**config.mk**
```make
export PLATFORM = sky130hd
export DESIGN_NAME = bscm_top
export DESIGN_NICKNAME = d
export VERILOG_FILES = /design/src/bscm_pkg.sv /design/src/bscm_map_decode.sv /design/src/bscm_top.sv
export SDC_FILE = /design/constraint.sdc
export NUM_CORES = 1
export LEC_CHECK = 0
export BUFFER_PORTS_ARGS = -buffer_cell sky130_fd_sc_hd__buf_2
export CELL_PAD_IN_SITES_DETAIL_PLACEMENT = 2
export CELL_PAD_IN_SITES_GLOBAL_PLACEMENT = 2
export CORE_ASPECT_RATIO = 1.4
export CORE_MARGIN = 3
export CORE_UTILIZATION = 28
export DETAILED_ROUTE_END_ITERATION = 16
export GPL_ROUTABILITY_DRIVEN = 0
export PLACE_DENSITY_LB_ADDON = 0.2
export SLEW_MARGIN = 20
export SYNTH_ARGS = -nofsm -noshare
export SYNTH_HDL_FRONTEND = slang
export SYNTH_SLANG_ARGS = --single-unit
```
**constraint.sdc**
```tcl
create_clock -name core_clk -period 1.9 [get_ports core_clk]
set_input_delay 0.38 -clock core_clk [delete_from_list [all_inputs] [get_ports core_clk]]
set_output_delay 0.38 -clock core_clk [all_outputs]
set_load 0.05 [all_outputs]
```
**src/bscm_pkg.sv**
```systemverilog
// Purpose: shared constants and types for boot strap capture and address map
// Assumes: 32-bit byte addresses, AXI4-Lite register access
// Notes: region table is ordered; the first match wins
package bscm_pkg;

    // boot vector of the only hardware boot path
    localparam logic [31:0] BOOT_VECTOR = 32'h0000_0000;

    // register byte addresses
    localparam logic [31:0] CAP_LOW_ADDR = 32'h4000_0000;
    localparam logic [31:0] CAP_HIGH_ADDR = 32'h4000_0004;
    localparam logic [31:0] CHECK_CTRL_ADDR = 32'h4000_0078;
    localparam logic [31:0] VIOL_STATUS_ADDR = 32'h4000_007c;
    localparam logic [31:0] VIOL_ADDR_ADDR = 32'h4000_0080;

    // field positions and reset values
    localparam int CAP_WIDTH = 8;
    localparam int CHECK_EN_BIT = 0;
    localparam int VIOL_FLAG_BIT = 0;
    localparam logic CHECK_EN_RST = 1'h1;
    localparam logic [7:0] CAP_RST = 8'h00;

    // bus answers
    localparam logic [1:0] RESP_OKAY = 2'h0;
    localparam logic [1:0] RESP_DECERR = 2'h3;

    // access sizes of the map checker
    localparam logic [1:0] SIZE_BYTE = 2'h0;
    localparam logic [1:0] SIZE_HALF = 2'h1;
    localparam logic [1:0] SIZE_WORD = 2'h2;

    // sdram configuration register: only its top byte takes byte writes
    localparam logic [31:0] SDRAM_CFG_TOP_BYTE = 32'hf000_000b;

    // address map
    localparam int NUM_REGIONS = 27;
    localparam logic [4:0] RGN_NONE = 5'h1f;
    localparam logic [4:0] RGN_EMU = 5'h04;
    localparam logic [31:0] REGION_BASE [0:26] = '{
        32'h0000_0000, 32'h0004_0000, 32'h1000_0000, 32'h2000_0000,
        32'h3000_0000, 32'h4000_0000, 32'h4100_0000, 32'h4200_0000,
        32'h4300_0000, 32'h4400_0000, 32'h4500_0000, 32'h4600_0000,
        32'h4700_0000, 32'h4800_0000, 32'h4900_0000, 32'h4a00_0000,
        32'h5400_0000, 32'h5500_0000, 32'h5600_0000, 32'h6000_0000,
        32'h6100_8000, 32'h6100_80a0, 32'h6200_8000, 32'h6200_80a0,
        32'h8000_0000, 32'h9000_0000, 32'hf000_0000};
    localparam logic [31:0] REGION_END [0:26] = '{
        32'h0003_ffff, 32'h0005_ffff, 32'h1003_ffff, 32'h2000_001f,
        32'h3fff_ffff, 32'h4000_0083, 32'h4100_015f, 32'h4200_00a3,
        32'h4300_0043, 32'h4400_02bf, 32'h4500_02bf, 32'h4600_02bf,
        32'h4700_007f, 32'h4800_007f, 32'h4900_007f, 32'h4a00_007f,
        32'h54ff_ffff, 32'h55ff_ffff, 32'h56ff_ffff, 32'h6000_008f,
        32'h6100_807f, 32'h6100_81ff, 32'h6200_807f, 32'h6200_81ff,
        32'h8fff_ffff, 32'h9fff_ffff, 32'hf000_00bf};
    // bit i set: region i takes byte and word accesses
    localparam logic [26:0] REGION_BYTE = 27'h3f0_0007;

    typedef enum logic [2:0] {
        AX_IDLE = 3'b001,
        AX_WRESP = 3'b010,
        AX_RRESP = 3'b100
    } bscm_axi_t;

    typedef struct packed {
        logic ext_prev;
        logic [7:0] cap_low;
        logic [7:0] cap_high;
        logic host_boot;
        logic [2:0] host_cfg;
        logic rst_req;
        logic [31:0] fetch_addr;
        logic chk_en;
        logic viol_flag;
        logic [31:0] viol_addr;
        bscm_axi_t st;
        logic aw_got;
        logic w_got;
        logic [31:0] waddr;
        logic [31:0] wdata;
        logic [3:0] wstrb;
        logic [31:0] rdata;
        logic [1:0] resp;
    } bscm_state_t;

    typedef struct packed {
        logic valid;
        logic [4:0] region;
        logic permit;
        logic forbidden;
        logic bad_width;
        logic [31:0] addr;
    } bscm_dec_state_t;

    function automatic logic [4:0] region_of(input logic [31:0] addr);
        logic [4:0] r;
        r = RGN_NONE;
        for (int i = NUM_REGIONS - 1; i >= 0; i--) begin
            if (addr >= REGION_BASE[i] && addr <= REGION_END[i]) begin
                r = 5'(i);
            end
        end
        return r;
    endfunction

    function automatic logic aligned(input logic [31:0] addr, input logic [1:0] size);
        logic ok;
        ok = (size == SIZE_BYTE) || (size == SIZE_HALF && !addr[0]) ||
             (size == SIZE_WORD && addr[1:0] == 2'h0);
        return ok;
    endfunction

endpackage

```
**src/bscm_map_decode.sv**
```systemverilog
// Purpose: address map decoder and access checker for on-chip masters
// Assumes: one request per cycle, answer one cycle later from flops
// Notes: forbidden covers the emulation window, gaps and unmapped space
`timescale 1ns/1ps
module bscm_map_decode (
    // clock and reset
    input wire logic core_clk,
    input wire logic nrst,
    // request
    input wire logic req_valid,
    input wire logic [31:0] req_addr,
    input wire logic [1:0] req_size,
    input wire logic req_write,
    input wire logic check_en,
    // answer
    output logic rsp_valid,
    output logic [4:0] rsp_region,
    output logic rsp_permit,
    output logic rsp_forbidden,
    output logic rsp_bad_width
);
    bscm_pkg::bscm_dec_state_t q;
    bscm_pkg::bscm_dec_state_t next_q;
    logic [4:0] rgn;
    logic byte_ok;
    logic width_ok;
    logic sdram_top;

    always_comb begin
        next_q = q;
        // rom pages, ram, data windows, dma tables and external spaces
        rgn = bscm_pkg::region_of(req_addr);
        byte_ok = (rgn != bscm_pkg::RGN_NONE) && bscm_pkg::REGION_BYTE[rgn];
        // top byte of sdram config takes byte writes
        sdram_top = req_write && req_size == bscm_pkg::SIZE_BYTE &&
                    req_addr == bscm_pkg::SDRAM_CFG_TOP_BYTE;
        // control regions word only
        width_ok = bscm_pkg::aligned(req_addr, req_size) &&
                   (byte_ok || req_size == bscm_pkg::SIZE_WORD || sdram_top);
        next_q.valid = req_valid;
        next_q.region = rgn;
        next_q.addr = req_addr;
        // emulation window and unmapped space never reach a target
        next_q.forbidden = (rgn == bscm_pkg::RGN_NONE) || (rgn == bscm_pkg::RGN_EMU);
        next_q.bad_width = !width_ok;
        next_q.permit = !next_q.forbidden && (width_ok || !check_en);
    end

    always_ff @(posedge core_clk or negedge nrst) begin
        if (!nrst) begin
            q <= '0;
        end else begin
            q <= next_q;
        end
    end

    assign rsp_valid = q.valid;
    assign rsp_region = q.region;
    assign rsp_permit = q.permit;
    assign rsp_forbidden = q.forbidden;
    assign rsp_bad_width = q.bad_width;

    AST_EMU_DENY: assert property (@(posedge core_clk) disable iff (!nrst)
        req_valid && req_addr[31:28] == 4'h3 |=> rsp_valid && !rsp_permit && rsp_forbidden)
        else $error("emulation window access permitted");

    AST_WORD_ONLY: assert property (@(posedge core_clk) disable iff (!nrst)
        req_valid && check_en && req_size == bscm_pkg::SIZE_BYTE &&
        req_addr[31:28] == 4'h4 |=> !rsp_permit && rsp_bad_width)
        else $error("byte access to word-only region permitted");

    AST_ROM_BYTE: assert property (@(posedge core_clk) disable iff (!nrst)
        req_valid && req_size == bscm_pkg::SIZE_BYTE && req_addr < 32'h0006_0000
        |=> rsp_permit && rsp_region <= 5'h01)
        else $error("rom byte access refused");
endmodule

```
**src/bscm_top.sv**
```systemverilog
// Purpose: boot strap capture, boot vector and address map checker
// Assumes: all pin inputs synchronous to core_clk; ext_reset_n active low
// Notes: registers over axi4-lite; write answer two cycles after the last
//        of address and data, read answer one cycle after the address
`timescale 1ns/1ps
module bscm_top (
    // clock and reset
    input wire logic core_clk,
    input wire logic nrst,
    // reset sources
    input wire logic ext_reset_n,
    input wire logic emu_reset_req,
    input wire logic rti_reset_req,
    // strap pins
    input wire logic serial0_data_in_pin,
    input wire logic serial0_data_out_pin,
    input wire logic serial0_clock_pin,
    input wire logic serial0_chip_sel_pin,
    input wire logic serial0_enable_pin,
    input wire logic serial1_data_in_pin,
    input wire logic serial1_data_out_pin,
    input wire logic serial1_clock_pin,
    input wire logic serial1_chip_sel_pin,
    input wire logic serial1_enable_pin,
    input wire logic host_port_chip_select,
    input wire logic host_data0_pin,
    input wire logic host_addr0_pin,
    input wire logic asp_tx_fsync_pin,
    input wire logic asp_rx_fsync_pin,
    input wire logic asp_serializer0_pin,
    // boot outputs
    output logic core_reset_req,
    output logic [31:0] boot_fetch_addr,
    output logic host_boot_sel,
    output logic host_byte_addressing,
    output logic host_full_width,
    output logic host_non_multiplexed,
    // map check port
    input wire logic map_req_valid,
    input wire logic [31:0] map_req_addr,
    input wire logic [1:0] map_req_size,
    input wire logic map_req_write,
    output logic map_rsp_valid,
    output logic [4:0] map_rsp_region,
    output logic map_rsp_permit,
    output logic map_rsp_forbidden,
    output logic map_rsp_bad_width,
    // axi4-lite write
    input wire logic [31:0] s_axi_awaddr,
    input wire logic s_axi_awvalid,
    output logic s_axi_awready,
    input wire logic [31:0] s_axi_wdata,
    input wire logic [3:0] s_axi_wstrb,
    input wire logic s_axi_wvalid,
    output logic s_axi_wready,
    output logic [1:0] s_axi_bresp,
    output logic s_axi_bvalid,
    input wire logic s_axi_bready,
    // axi4-lite read
    input wire logic [31:0] s_axi_araddr,
    input wire logic s_axi_arvalid,
    output logic s_axi_arready,
    output logic [31:0] s_axi_rdata,
    output logic [1:0] s_axi_rresp,
    output logic s_axi_rvalid,
    input wire logic s_axi_rready
);
    bscm_pkg::bscm_state_t q;
    bscm_pkg::bscm_state_t next_q;
    logic ext_rise;
    logic idle;
    logic aw_hs;
    logic w_hs;
    logic ar_hs;
    logic [7:0] pins_low;
    logic [7:0] pins_high;
    logic [31:0] map_addr_held;

    assign pins_low = {serial0_data_in_pin, serial0_data_out_pin, serial0_clock_pin,
                       serial0_chip_sel_pin, serial0_enable_pin, serial1_data_in_pin,
                       serial1_data_out_pin, serial1_clock_pin};
    assign pins_high = {serial1_chip_sel_pin, serial1_enable_pin, host_port_chip_select,
                        host_data0_pin, host_addr0_pin, asp_tx_fsync_pin,
                        asp_rx_fsync_pin, asp_serializer0_pin};

    assign idle = (q.st == bscm_pkg::AX_IDLE);
    // reads win when nothing of a write is held yet
    assign s_axi_arready = idle && !q.aw_got && !q.w_got;
    assign s_axi_awready = idle && !q.aw_got && !(s_axi_arvalid && !q.w_got);
    assign s_axi_wready = idle && !q.w_got && !(s_axi_arvalid && !q.aw_got);
    assign aw_hs = s_axi_awvalid && s_axi_awready;
    assign w_hs = s_axi_wvalid && s_axi_wready;
    assign ar_hs = s_axi_arvalid && s_axi_arready;
    assign ext_rise = ext_reset_n && !q.ext_prev;

    function automatic logic [31:0] read_word(input bscm_pkg::bscm_state_t s,
                                              input logic [31:0] addr);
        logic [31:0] v;
        v = 32'h0000_0000;
        case (addr)
            // reserved upper bits read as zero
            bscm_pkg::CAP_LOW_ADDR: v[bscm_pkg::CAP_WIDTH-1:0] = s.cap_low;
            bscm_pkg::CAP_HIGH_ADDR: v[bscm_pkg::CAP_WIDTH-1:0] = s.cap_high;
            bscm_pkg::CHECK_CTRL_ADDR: v[bscm_pkg::CHECK_EN_BIT] = s.chk_en;
            bscm_pkg::VIOL_STATUS_ADDR: v[bscm_pkg::VIOL_FLAG_BIT] = s.viol_flag;
            bscm_pkg::VIOL_ADDR_ADDR: v = s.viol_addr;
            default: v = 32'h0000_0000;
        endcase
        return v;
    endfunction

    function automatic logic mapped(input logic [31:0] addr);
        logic m;
        m = (addr == bscm_pkg::CAP_LOW_ADDR) || (addr == bscm_pkg::CAP_HIGH_ADDR) ||
            (addr == bscm_pkg::CHECK_CTRL_ADDR) || (addr == bscm_pkg::VIOL_STATUS_ADDR) ||
            (addr == bscm_pkg::VIOL_ADDR_ADDR);
        return m;
    endfunction

    always_comb begin
        next_q = q;
        next_q.ext_prev = ext_reset_n;
        // only the external reset release resamples the straps
        if (ext_rise) begin
            next_q.cap_low = pins_low;
            next_q.cap_high = pins_high;
            next_q.host_boot = !host_port_chip_select;
            // host boot: serial0 levels become host port configuration
            if (!host_port_chip_select) begin
                next_q.host_cfg = {serial0_data_in_pin, serial0_data_out_pin,
                                   serial0_clock_pin};
            end
        end
        // any reset source restarts the core at the rom boot vector
        next_q.rst_req = !ext_reset_n || emu_reset_req || rti_reset_req;
        if (next_q.rst_req) begin
            next_q.fetch_addr = bscm_pkg::BOOT_VECTOR;
        end

        // map violation logging; a new event wins over a clear
        if (q.st == bscm_pkg::AX_IDLE && q.aw_got && q.w_got &&
            q.waddr == bscm_pkg::VIOL_STATUS_ADDR && q.wstrb[0] &&
            q.wdata[bscm_pkg::VIOL_FLAG_BIT]) begin
            next_q.viol_flag = 1'b0;
        end
        if (map_rsp_valid && !map_rsp_permit) begin
            next_q.viol_flag = 1'b1;
            next_q.viol_addr = map_addr_held;
        end

        case (q.st)
            bscm_pkg::AX_IDLE: begin
                if (aw_hs) begin
                    next_q.aw_got = 1'b1;
                    next_q.waddr = s_axi_awaddr;
                end
                if (w_hs) begin
                    next_q.w_got = 1'b1;
                    next_q.wdata = s_axi_wdata;
                    next_q.wstrb = s_axi_wstrb;
                end
                if (q.aw_got && q.w_got) begin
                    // read-only targets accept and ignore writes; unmapped addresses answer decerr
                    next_q.resp = mapped(q.waddr) ? bscm_pkg::RESP_OKAY
                                                  : bscm_pkg::RESP_DECERR;
                    if (q.waddr == bscm_pkg::CHECK_CTRL_ADDR && q.wstrb[0]) begin
                        next_q.chk_en = q.wdata[bscm_pkg::CHECK_EN_BIT];
                    end
                    next_q.st = bscm_pkg::AX_WRESP;
                end else if (ar_hs) begin
                    next_q.rdata = read_word(q, s_axi_araddr);
                    next_q.resp = mapped(s_axi_araddr) ? bscm_pkg::RESP_OKAY
                                                       : bscm_pkg::RESP_DECERR;
                    next_q.st = bscm_pkg::AX_RRESP;
                end
            end
            bscm_pkg::AX_WRESP: begin
                if (s_axi_bready) begin
                    next_q.aw_got = 1'b0;
                    next_q.w_got = 1'b0;
                    next_q.st = bscm_pkg::AX_IDLE;
                end
            end
            bscm_pkg::AX_RRESP: begin
                if (s_axi_rready) begin
                    next_q.st = bscm_pkg::AX_IDLE;
                end
            end
            default: begin
                next_q.st = bscm_pkg::AX_IDLE;
            end
        endcase
    end

    always_ff @(posedge core_clk or negedge nrst) begin
        if (!nrst) begin
            q <= '{ext_prev: 1'b0, cap_low: bscm_pkg::CAP_RST, cap_high: bscm_pkg::CAP_RST,
                   host_boot: 1'b0, host_cfg: 3'h0, rst_req: 1'b1,
                   fetch_addr: bscm_pkg::BOOT_VECTOR, chk_en: bscm_pkg::CHECK_EN_RST,
                   viol_flag: 1'b0, viol_addr: 32'h0000_0000, st: bscm_pkg::AX_IDLE,
                   aw_got: 1'b0, w_got: 1'b0, waddr: 32'h0000_0000,
                   wdata: 32'h0000_0000, wstrb: 4'h0, rdata: 32'h0000_0000,
                   resp: bscm_pkg::RESP_OKAY};
        end else begin
            q <= next_q;
        end
    end

    // address of the request being answered by the decoder
    always_ff @(posedge core_clk or negedge nrst) begin
        if (!nrst) begin
            map_addr_held <= 32'h0000_0000;
        end else begin
            map_addr_held <= map_req_addr;
        end
    end

    bscm_map_decode u_decode (
        .core_clk(core_clk),
        .nrst(nrst),
        .req_valid(map_req_valid),
        .req_addr(map_req_addr),
        .req_size(map_req_size),
        .req_write(map_req_write),
        .check_en(q.chk_en),
        .rsp_valid(map_rsp_valid),
        .rsp_region(map_rsp_region),
        .rsp_permit(map_rsp_permit),
        .rsp_forbidden(map_rsp_forbidden),
        .rsp_bad_width(map_rsp_bad_width)
    );

    assign core_reset_req = q.rst_req;
    assign boot_fetch_addr = q.fetch_addr;
    assign host_boot_sel = q.host_boot;
    assign host_byte_addressing = q.host_cfg[2];
    assign host_full_width = q.host_cfg[1];
    assign host_non_multiplexed = q.host_cfg[0];
    assign s_axi_bvalid = (q.st == bscm_pkg::AX_WRESP);
    assign s_axi_bresp = q.resp;
    assign s_axi_rvalid = (q.st == bscm_pkg::AX_RRESP);
    assign s_axi_rresp = q.resp;
    assign s_axi_rdata = q.rdata;

    AST_BOOT_VECTOR: assert property (@(posedge core_clk) disable iff (!nrst)
        (emu_reset_req || rti_reset_req) |=> core_reset_req && boot_fetch_addr == 32'h0)
        else $error("reset did not restart at boot vector");

    AST_CAPTURE_LOW: assert property (@(posedge core_clk) disable iff (!nrst)
        ext_reset_n && !$past(ext_reset_n) |=> q.cap_low == $past(pins_low))
        else $error("low capture does not match straps");

    AST_CAPTURE_HIGH: assert property (@(posedge core_clk) disable iff (!nrst)
        ext_reset_n && !$past(ext_reset_n) |=> q.cap_high[5] == $past(host_port_chip_select)
        && q.cap_high[0] == $past(asp_serializer0_pin))
        else $error("high capture does not match straps");

    AST_CAPTURE_HOLD: assert property (@(posedge core_clk) disable iff (!nrst)
        !(ext_reset_n && !q.ext_prev) |=> $stable(q.cap_low) && $stable(q.cap_high))
        else $error("capture changed without external reset release");

    AST_CAPTURE_EDGE: assert property (@(posedge core_clk) disable iff (!nrst)
        !ext_reset_n ##1 ext_reset_n ##1 ext_reset_n [*2] |-> $stable(q.cap_low))
        else $error("capture not held after release");

    AST_HOST_CFG: assert property (@(posedge core_clk) disable iff (!nrst)
        ext_rise && !host_port_chip_select |=> host_boot_sel &&
        host_byte_addressing == $past(serial0_data_in_pin) &&
        host_non_multiplexed == $past(serial0_clock_pin))
        else $error("host config not copied from straps");

    AST_RESERVED_ZERO: assert property (@(posedge core_clk) disable iff (!nrst)
        ar_hs && s_axi_araddr == bscm_pkg::CAP_LOW_ADDR |=> s_axi_rvalid &&
        s_axi_rdata[31:8] == 24'h0 && s_axi_rresp == 2'h0)
        else $error("capture read malformed");

    AST_UNMAPPED_ANSWER: assert property (@(posedge core_clk) disable iff (!nrst)
        aw_hs && w_hs && !mapped(s_axi_awaddr) |-> ##2 s_axi_bvalid && s_axi_bresp == 2'h3)
        else $error("unmapped write not answered in time");

    AST_CTRL_STEERS: assert property (@(posedge core_clk) disable iff (!nrst)
        !q.chk_en && map_req_valid && map_req_addr[31:8] == 24'h4a_0000 &&
        !map_req_addr[7] |=> map_rsp_permit)
        else $error("disabled checker still refuses");
endmodule

```
[Word level (Yosys, flattened, before mapping)]
Memory sizes are Yosys's and may differ from the RTL's.
Cells that the tools add are included.
Storage, ports and cells
  memories kept: 1
  input bits: 162
  ROM bits: 32
  word-level logic and storage cells: 245
  output and inout bits: 87
  register bits after elaboration: 170
Memory list
  (no name shown): depth 32, width 1, rd ports 1, clocked after memory_dff 0, wr ports 0, RTL line bscm_map_decode.sv:33  | byte_ok = (rgn != bscm_pkg::RGN_NONE) && bscm_pkg::REGION_BYTE[rgn];
Operators by class
  muxes and demuxes: 45
  equality and inequality tests: 24
  magnitude comparators: 55
  bitwise operators: 2
  reductions and logical operators: 95
Operator list (count)
  32-bit by 31-bit >= comparator with 1-bit output, second input constant: 19
  32-bit by 31-bit less-or-equal comparator with 1-bit output, second input constant: 19
  32-bit by 31-bit == test with 1-bit output, second input constant: 10
  5-bit 2-to-1 mux: 27
  32-bit >= comparator, second input constant: 3
  32-bit less-or-equal comparator, second input constant: 3
  32-bit by 30-bit >= comparator with 1-bit output, second input constant: 2
  32-bit by 30-bit less-or-equal comparator with 1-bit output, second input constant: 2
  1-bit logical AND: 53
  33-bit 2-to-1 mux: 1
  32-bit == test, second input constant: 1
  32-bit by 1-bit >= comparator with 1-bit output, second input constant: 1
  32-bit by 19-bit >= comparator with 1-bit output, second input constant: 1
  32-bit by 29-bit >= comparator with 1-bit output, second input constant: 1
  32-bit by 18-bit less-or-equal comparator with 1-bit output, second input constant: 1
  32-bit by 19-bit less-or-equal comparator with 1-bit output, second input constant: 1
  32-bit by 29-bit less-or-equal comparator with 1-bit output, second input constant: 1
  24-bit 2-to-1 mux: 1
  7-bit one-hot mux with 3 select lines: 1
  1-bit logical OR: 16
  3-bit AND reduction: 5
  1-bit logical NOT: 12
  3-bit 2-to-1 mux: 4
  3-bit one-hot mux with 3 select lines: 1
  other kinds (19): 35

[Longest topological paths before layout]
  depth in word-level cells: 37
  mapped depth: 9
  depth with buffers taken out: 8

[By module]
A second synthesis with hierarchy kept.
Second synthesis, totals
  cell total of the unflattened synthesis: 770
  area, all modules: 8030.2 sq um
Modules (own cells, without submodules)
  bscm_top: sequential area each 4007.6 sq um, times used 1, area each 6655.1 sq um, cells an instance 568
  bscm_map_decode: sequential area each 225.2 sq um, times used 1, area each 1375.1 sq um, cells an instance 202

[Least setup slack after synthesis]
No wires, ideal clock.
  path type: register to register
  start: register q[104] in the netlist's numbering
  end: register q[70] in the netlist's numbering
  clock period less this slack: 3.028 ns
  arrival time: 2.903 ns
  cell stages (with the launch flop): 7
  setup slack: -1.128 ns
  path buffers: 1
  library setup time: 0.125 ns
  required time: 1.775 ns
  path through: dfstp_2 > nor2b_1 > nand2b_1 > nor3_1 > nand2_1 > buf_1 > mux2_2
Between the ends
  cells in the longest elaborated chain, start to end: 5
Ends and longest elaborated chain
  start: declaration: RTL line bscm_top.sv:68  | bscm_pkg::bscm_state_t q;
  start signal: assignment: RTL line bscm_top.sv:197  | q <= '{ext_prev: 1'b0, cap_low: bscm_pkg::CAP_RST, cap_high: bscm_pkg::CAP_RST,
  start signal: assignment: RTL line bscm_top.sv:205  | q <= next_q;
  3-bit by 1-bit == test with 1-bit output: RTL line bscm_top.sv:86  | assign idle = (q.st == bscm_pkg::AX_IDLE);
  1-bit logical AND (2 in a row): RTL line bscm_top.sv:89  | assign s_axi_awready = idle && !q.aw_got && !(s_axi_arvalid && !q.w_got);
  via s_axi_awready: RTL line bscm_top.sv:51  | output logic s_axi_awready,
  1-bit logical AND: RTL line bscm_top.sv:91  | assign aw_hs = s_axi_awvalid && s_axi_awready;
  2-bit AND reduction (no line)
The timed path passes the listed nets, and every way through them passes these cells.
A chain may end at the register's enable or synchronous reset.

[Final worst setup path]
  start: register q[104] in the netlist's numbering
  end: output s_axi_wready
Between the ends
  cells in the longest elaborated chain, start to end: 3
Ends and longest elaborated chain
  3-bit by 1-bit == test with 1-bit output: RTL line bscm_top.sv:86
  1-bit logical AND (2 in a row): RTL line bscm_top.sv:90  | assign s_axi_wready = idle && !q.w_got && !(s_axi_arvalid && !q.aw_got);
  end: declaration: RTL line bscm_top.sv:55  | output logic s_axi_wready,
No other way between the ends.

==> impl_metrics.tcl <==
set metrics [dict create \
    seqCellArea_um2 4233 \
    drt_iter0_drc 215 \
    final_util 0.3923 \
    layout-drive-gt1-share 0.4634 \
    p_int_w 0.007532 \
    fillCellCount 2993 \
    fin_crit_sh 1.115 \
    dp_cells 1301 \
    overflow 0 \
    swShare 0.3081 \
    setup_ws_ns -0.2184 \
    num_rows 71 \
    die-area_um2 29930 \
    cp.arrival_ns 1.74 \
    period_needed_ns 2.118 \
    cp-end-kind "output pin" \
    endpoint "s_axi_wready" \
    cts-root-buf "clkbuf_16" \
    cts_htree_levels 4 \
    synthAdderAreaFrac 0 \
    syn_to_final_growth_pct 36.67 \
    yosys-mux-area-fraction 0.1140 \
    hold_viol 0 \
    rsz0062_at_grt "true" \
    wl_um 25990 \
    p_leak_nw 4.958 \
    async_flop_share 1.000 \
    firstDrtPassIters 4 \
    synth-compound-area-share 0.07922 \
    timing.rr.end "s_axi_rdata[15]" \
    grt_pass1_vias 7124 \
    power.switching_w 0.003355 \
    status "finished, violations left" \
    cts_made_buffers 17 \
    crit_type "reg2out" \
    vias 6335 \
    final_area_um2 10660 \
    grt_pass1_wl_um 40160 \
    hpwl_um 19390 \
    syn_inst 726 \
    clock_skew_ns 0.008646 \
    dp_slack_ns -0.5177 \
    via_per_inst 4.693 \
    synth_commonest_cells "dfrtp_1, nand2_1, mux2_2, buf_4, o21ai_0" \
    fin_cells 1350 \
    reg2regPathDepth 8 \
    netlist_area_um2 7802 \
    synth_most_common_cell "dfrtp_1" \
    grt_usage 0.1718 \
    startpoint "q[104]" \
    ir_drop_v 0.0006340 \
    p_clk_frac 0.314 \
    wl_per_cell_um 19.25 \
    placed_area_um2 9628 \
    synth_top_family_by_area "simple AND/OR/NAND/NOR gates" \
    fin_total_pwr_w 0.01089 \
    synth-main-ff-cell "dfrtp_1" \
    synth_area_leaders "dfrtp_1, mux2_2, buf_4" \
    clock_sinks 169 \
    ys_seq_elements 169 \
    ys_warn_count 0 \
    violations "setup timing" \
    cp_max_fo 3 \
    clk_path_buf_depth 2 \
    setup_violations 58 \
    rrSetupSlack_ns -0.20 \
    relSlewSlack 0.3535 \
    clkLatencyLatePin_ns 0.43 \
    io_buffer_count 182 \
    min_delay_path_depth 1 \
    hp-class "in2reg" \
    ant_nets 0 \
    multiInputGateArea_um2 3331 \
    cts_tree "yes" \
    ys_seq_area_frac 0.5425 \
    synth-simple-area-share 0.1785 \
    start_util 0.2870 \
    yosysTopAreaCellShare 0.5324 \
    synth_enable_flop_cells 0 \
    worstMarginPinSlew_ns 0.9678 \
    pin_count 249 \
    synth_cell_types 64 \
    syn_avg_cell_area_um2 10.75 \
    grt_max_degree 65 \
    coreArea_um2 27180 \
    cap_violations 0 \
    r2r-start "q[104]" \
    max_freq_mhz 472.0 \
    crit_required_ns 1.52 \
    netlist.top_cell.by_area "dfrtp_1" \
    report.final.slew_viol_count 0 \
    die_y_um 203.5 \
    die_x_um 147.1 \
    p_per_area_nw_per_um2 1021 \
    combPwrFrac 0.260 \
    p_seq_frac 0.426 \
    drc 0 \
    start_kind "flop" \
    synth_xor_area_frac 0 \
    nNetsFinal 1133 \
    antenna_found_initial 1 \
    clk_pin_slew_ns 0.06 \
]
-- kinds of logic after synthesis --
group           Yosys count
other cells               1
simple gates            272
compound gates           97
flops                   169
mux                      79
buf+inv                 108
-- registers in the layout, indices dropped and copies added, names as in the netlist, 5 cells and up --
name                 cells
map_addr_held           32
u_decode.rsp_region      5
q                       90
s_axi_rdata             32
-- worst min path at each step --
stage	slack [ns]	startpoint	to
after floorplan	0.08	nrst	host_boot_sel
after global placement	0.26	nrst	q[79]
after detailed placement	0.26	nrst	q[78]
after CTS	0.03	map_req_valid	u_decode.rsp_valid
after global routing	0.03	map_req_valid	u_decode.rsp_valid
final	0.06	map_req_valid	u_decode.rsp_valid
-- layer usage --
metal	global-route usage	vias up	wire length, um	part of all wire
met4	0.06163	0	515	0.020
met3	0.03423	27	883	0.034
met2	0.3090	153	14030	0.54
met5	0	-	0	0
met1	0.2032	3221	10560	0.41
li1	-	2934	-	-
-- layout make-up --
type	instances	share of cell area
antenna	1	0.0002347
timing repair buffer	295	0.1915
inverter	8	0.002816
tap	365	0.04283
clock buffer	24	0.04423
clock inverter	8	0.009152
multi-input combinational	480	0.3123
sequential	169	0.3969
-- placed cells by master (no fill, tap or decap), types with 7 or more instances in the layout --
| cell | Yosys | final |
|---|---|---|
| o21ai_1 | 4 | 15 |
| a22oi_1 | 9 | 8 |
| o21ai_0 | 37 | 26 |
| nand2_1 | 122 | 120 |
| dfrtp_1 | 166 | 166 |
| buf_2 | 4 | 174 |
| inv_1 | 8 | 8 |
| mux2_2 | 79 | 79 |
| nand4_1 | 11 | 11 |
| nor4_1 | 18 | 14 |
| a21oi_1 | 13 | 13 |
| buf_12 | 0 | 13 |
| buf_6 | 0 | 10 |
| conb_1 | 1 | 32 |
| buf_4 | 68 | 93 |
| nand3_1 | 9 | 7 |
| nor2_1 | 30 | 26 |
| clkbuf_16 | 0 | 20 |
| nor3_1 | 15 | 10 |
-- power by group through the flow --
stage               Combinational, W  Clock, W  Sequential, W
floorplan                    0.00169         0        0.00464
global placement             0.00243         0        0.00463
detailed placement           0.00250         0        0.00468
CTS                          0.00269   0.00354        0.00463
global route                 0.00304   0.00370        0.00472
finish                       0.00283   0.00342        0.00464
-- stage by stage --
stage / setup TNS [ns] / hold slack, ns
detailed placement: -11.93 / 0.2609
global route: -11.84 / 0.03429
CTS: -5.541 / 0.02754
finish: -6.302 / 0.05680
floorplan: -5.294 / 0.08441
global placement: -11.71 / 0.2580
-- what timing repair did --
action | CTS | global route
buffers inserted | 7 | 6
cloned | 0 | 3
hold buffers | 1 | 0
gates resized for setup | 19 | 48
pin swaps | 8 | 17
endpoints found under the hold margin | 18 | 0
setup endpoints to repair | 8 | 76
-- critical path: stages (launching register included) --
cell and delay (ns):
dfstp_2 0.53, nor2b_4 0.17, nand2b_4 0.06, or2_4 0.25, nor2b_4 0.14, buf_8 0.15
(Power assumes the default switching activity.)
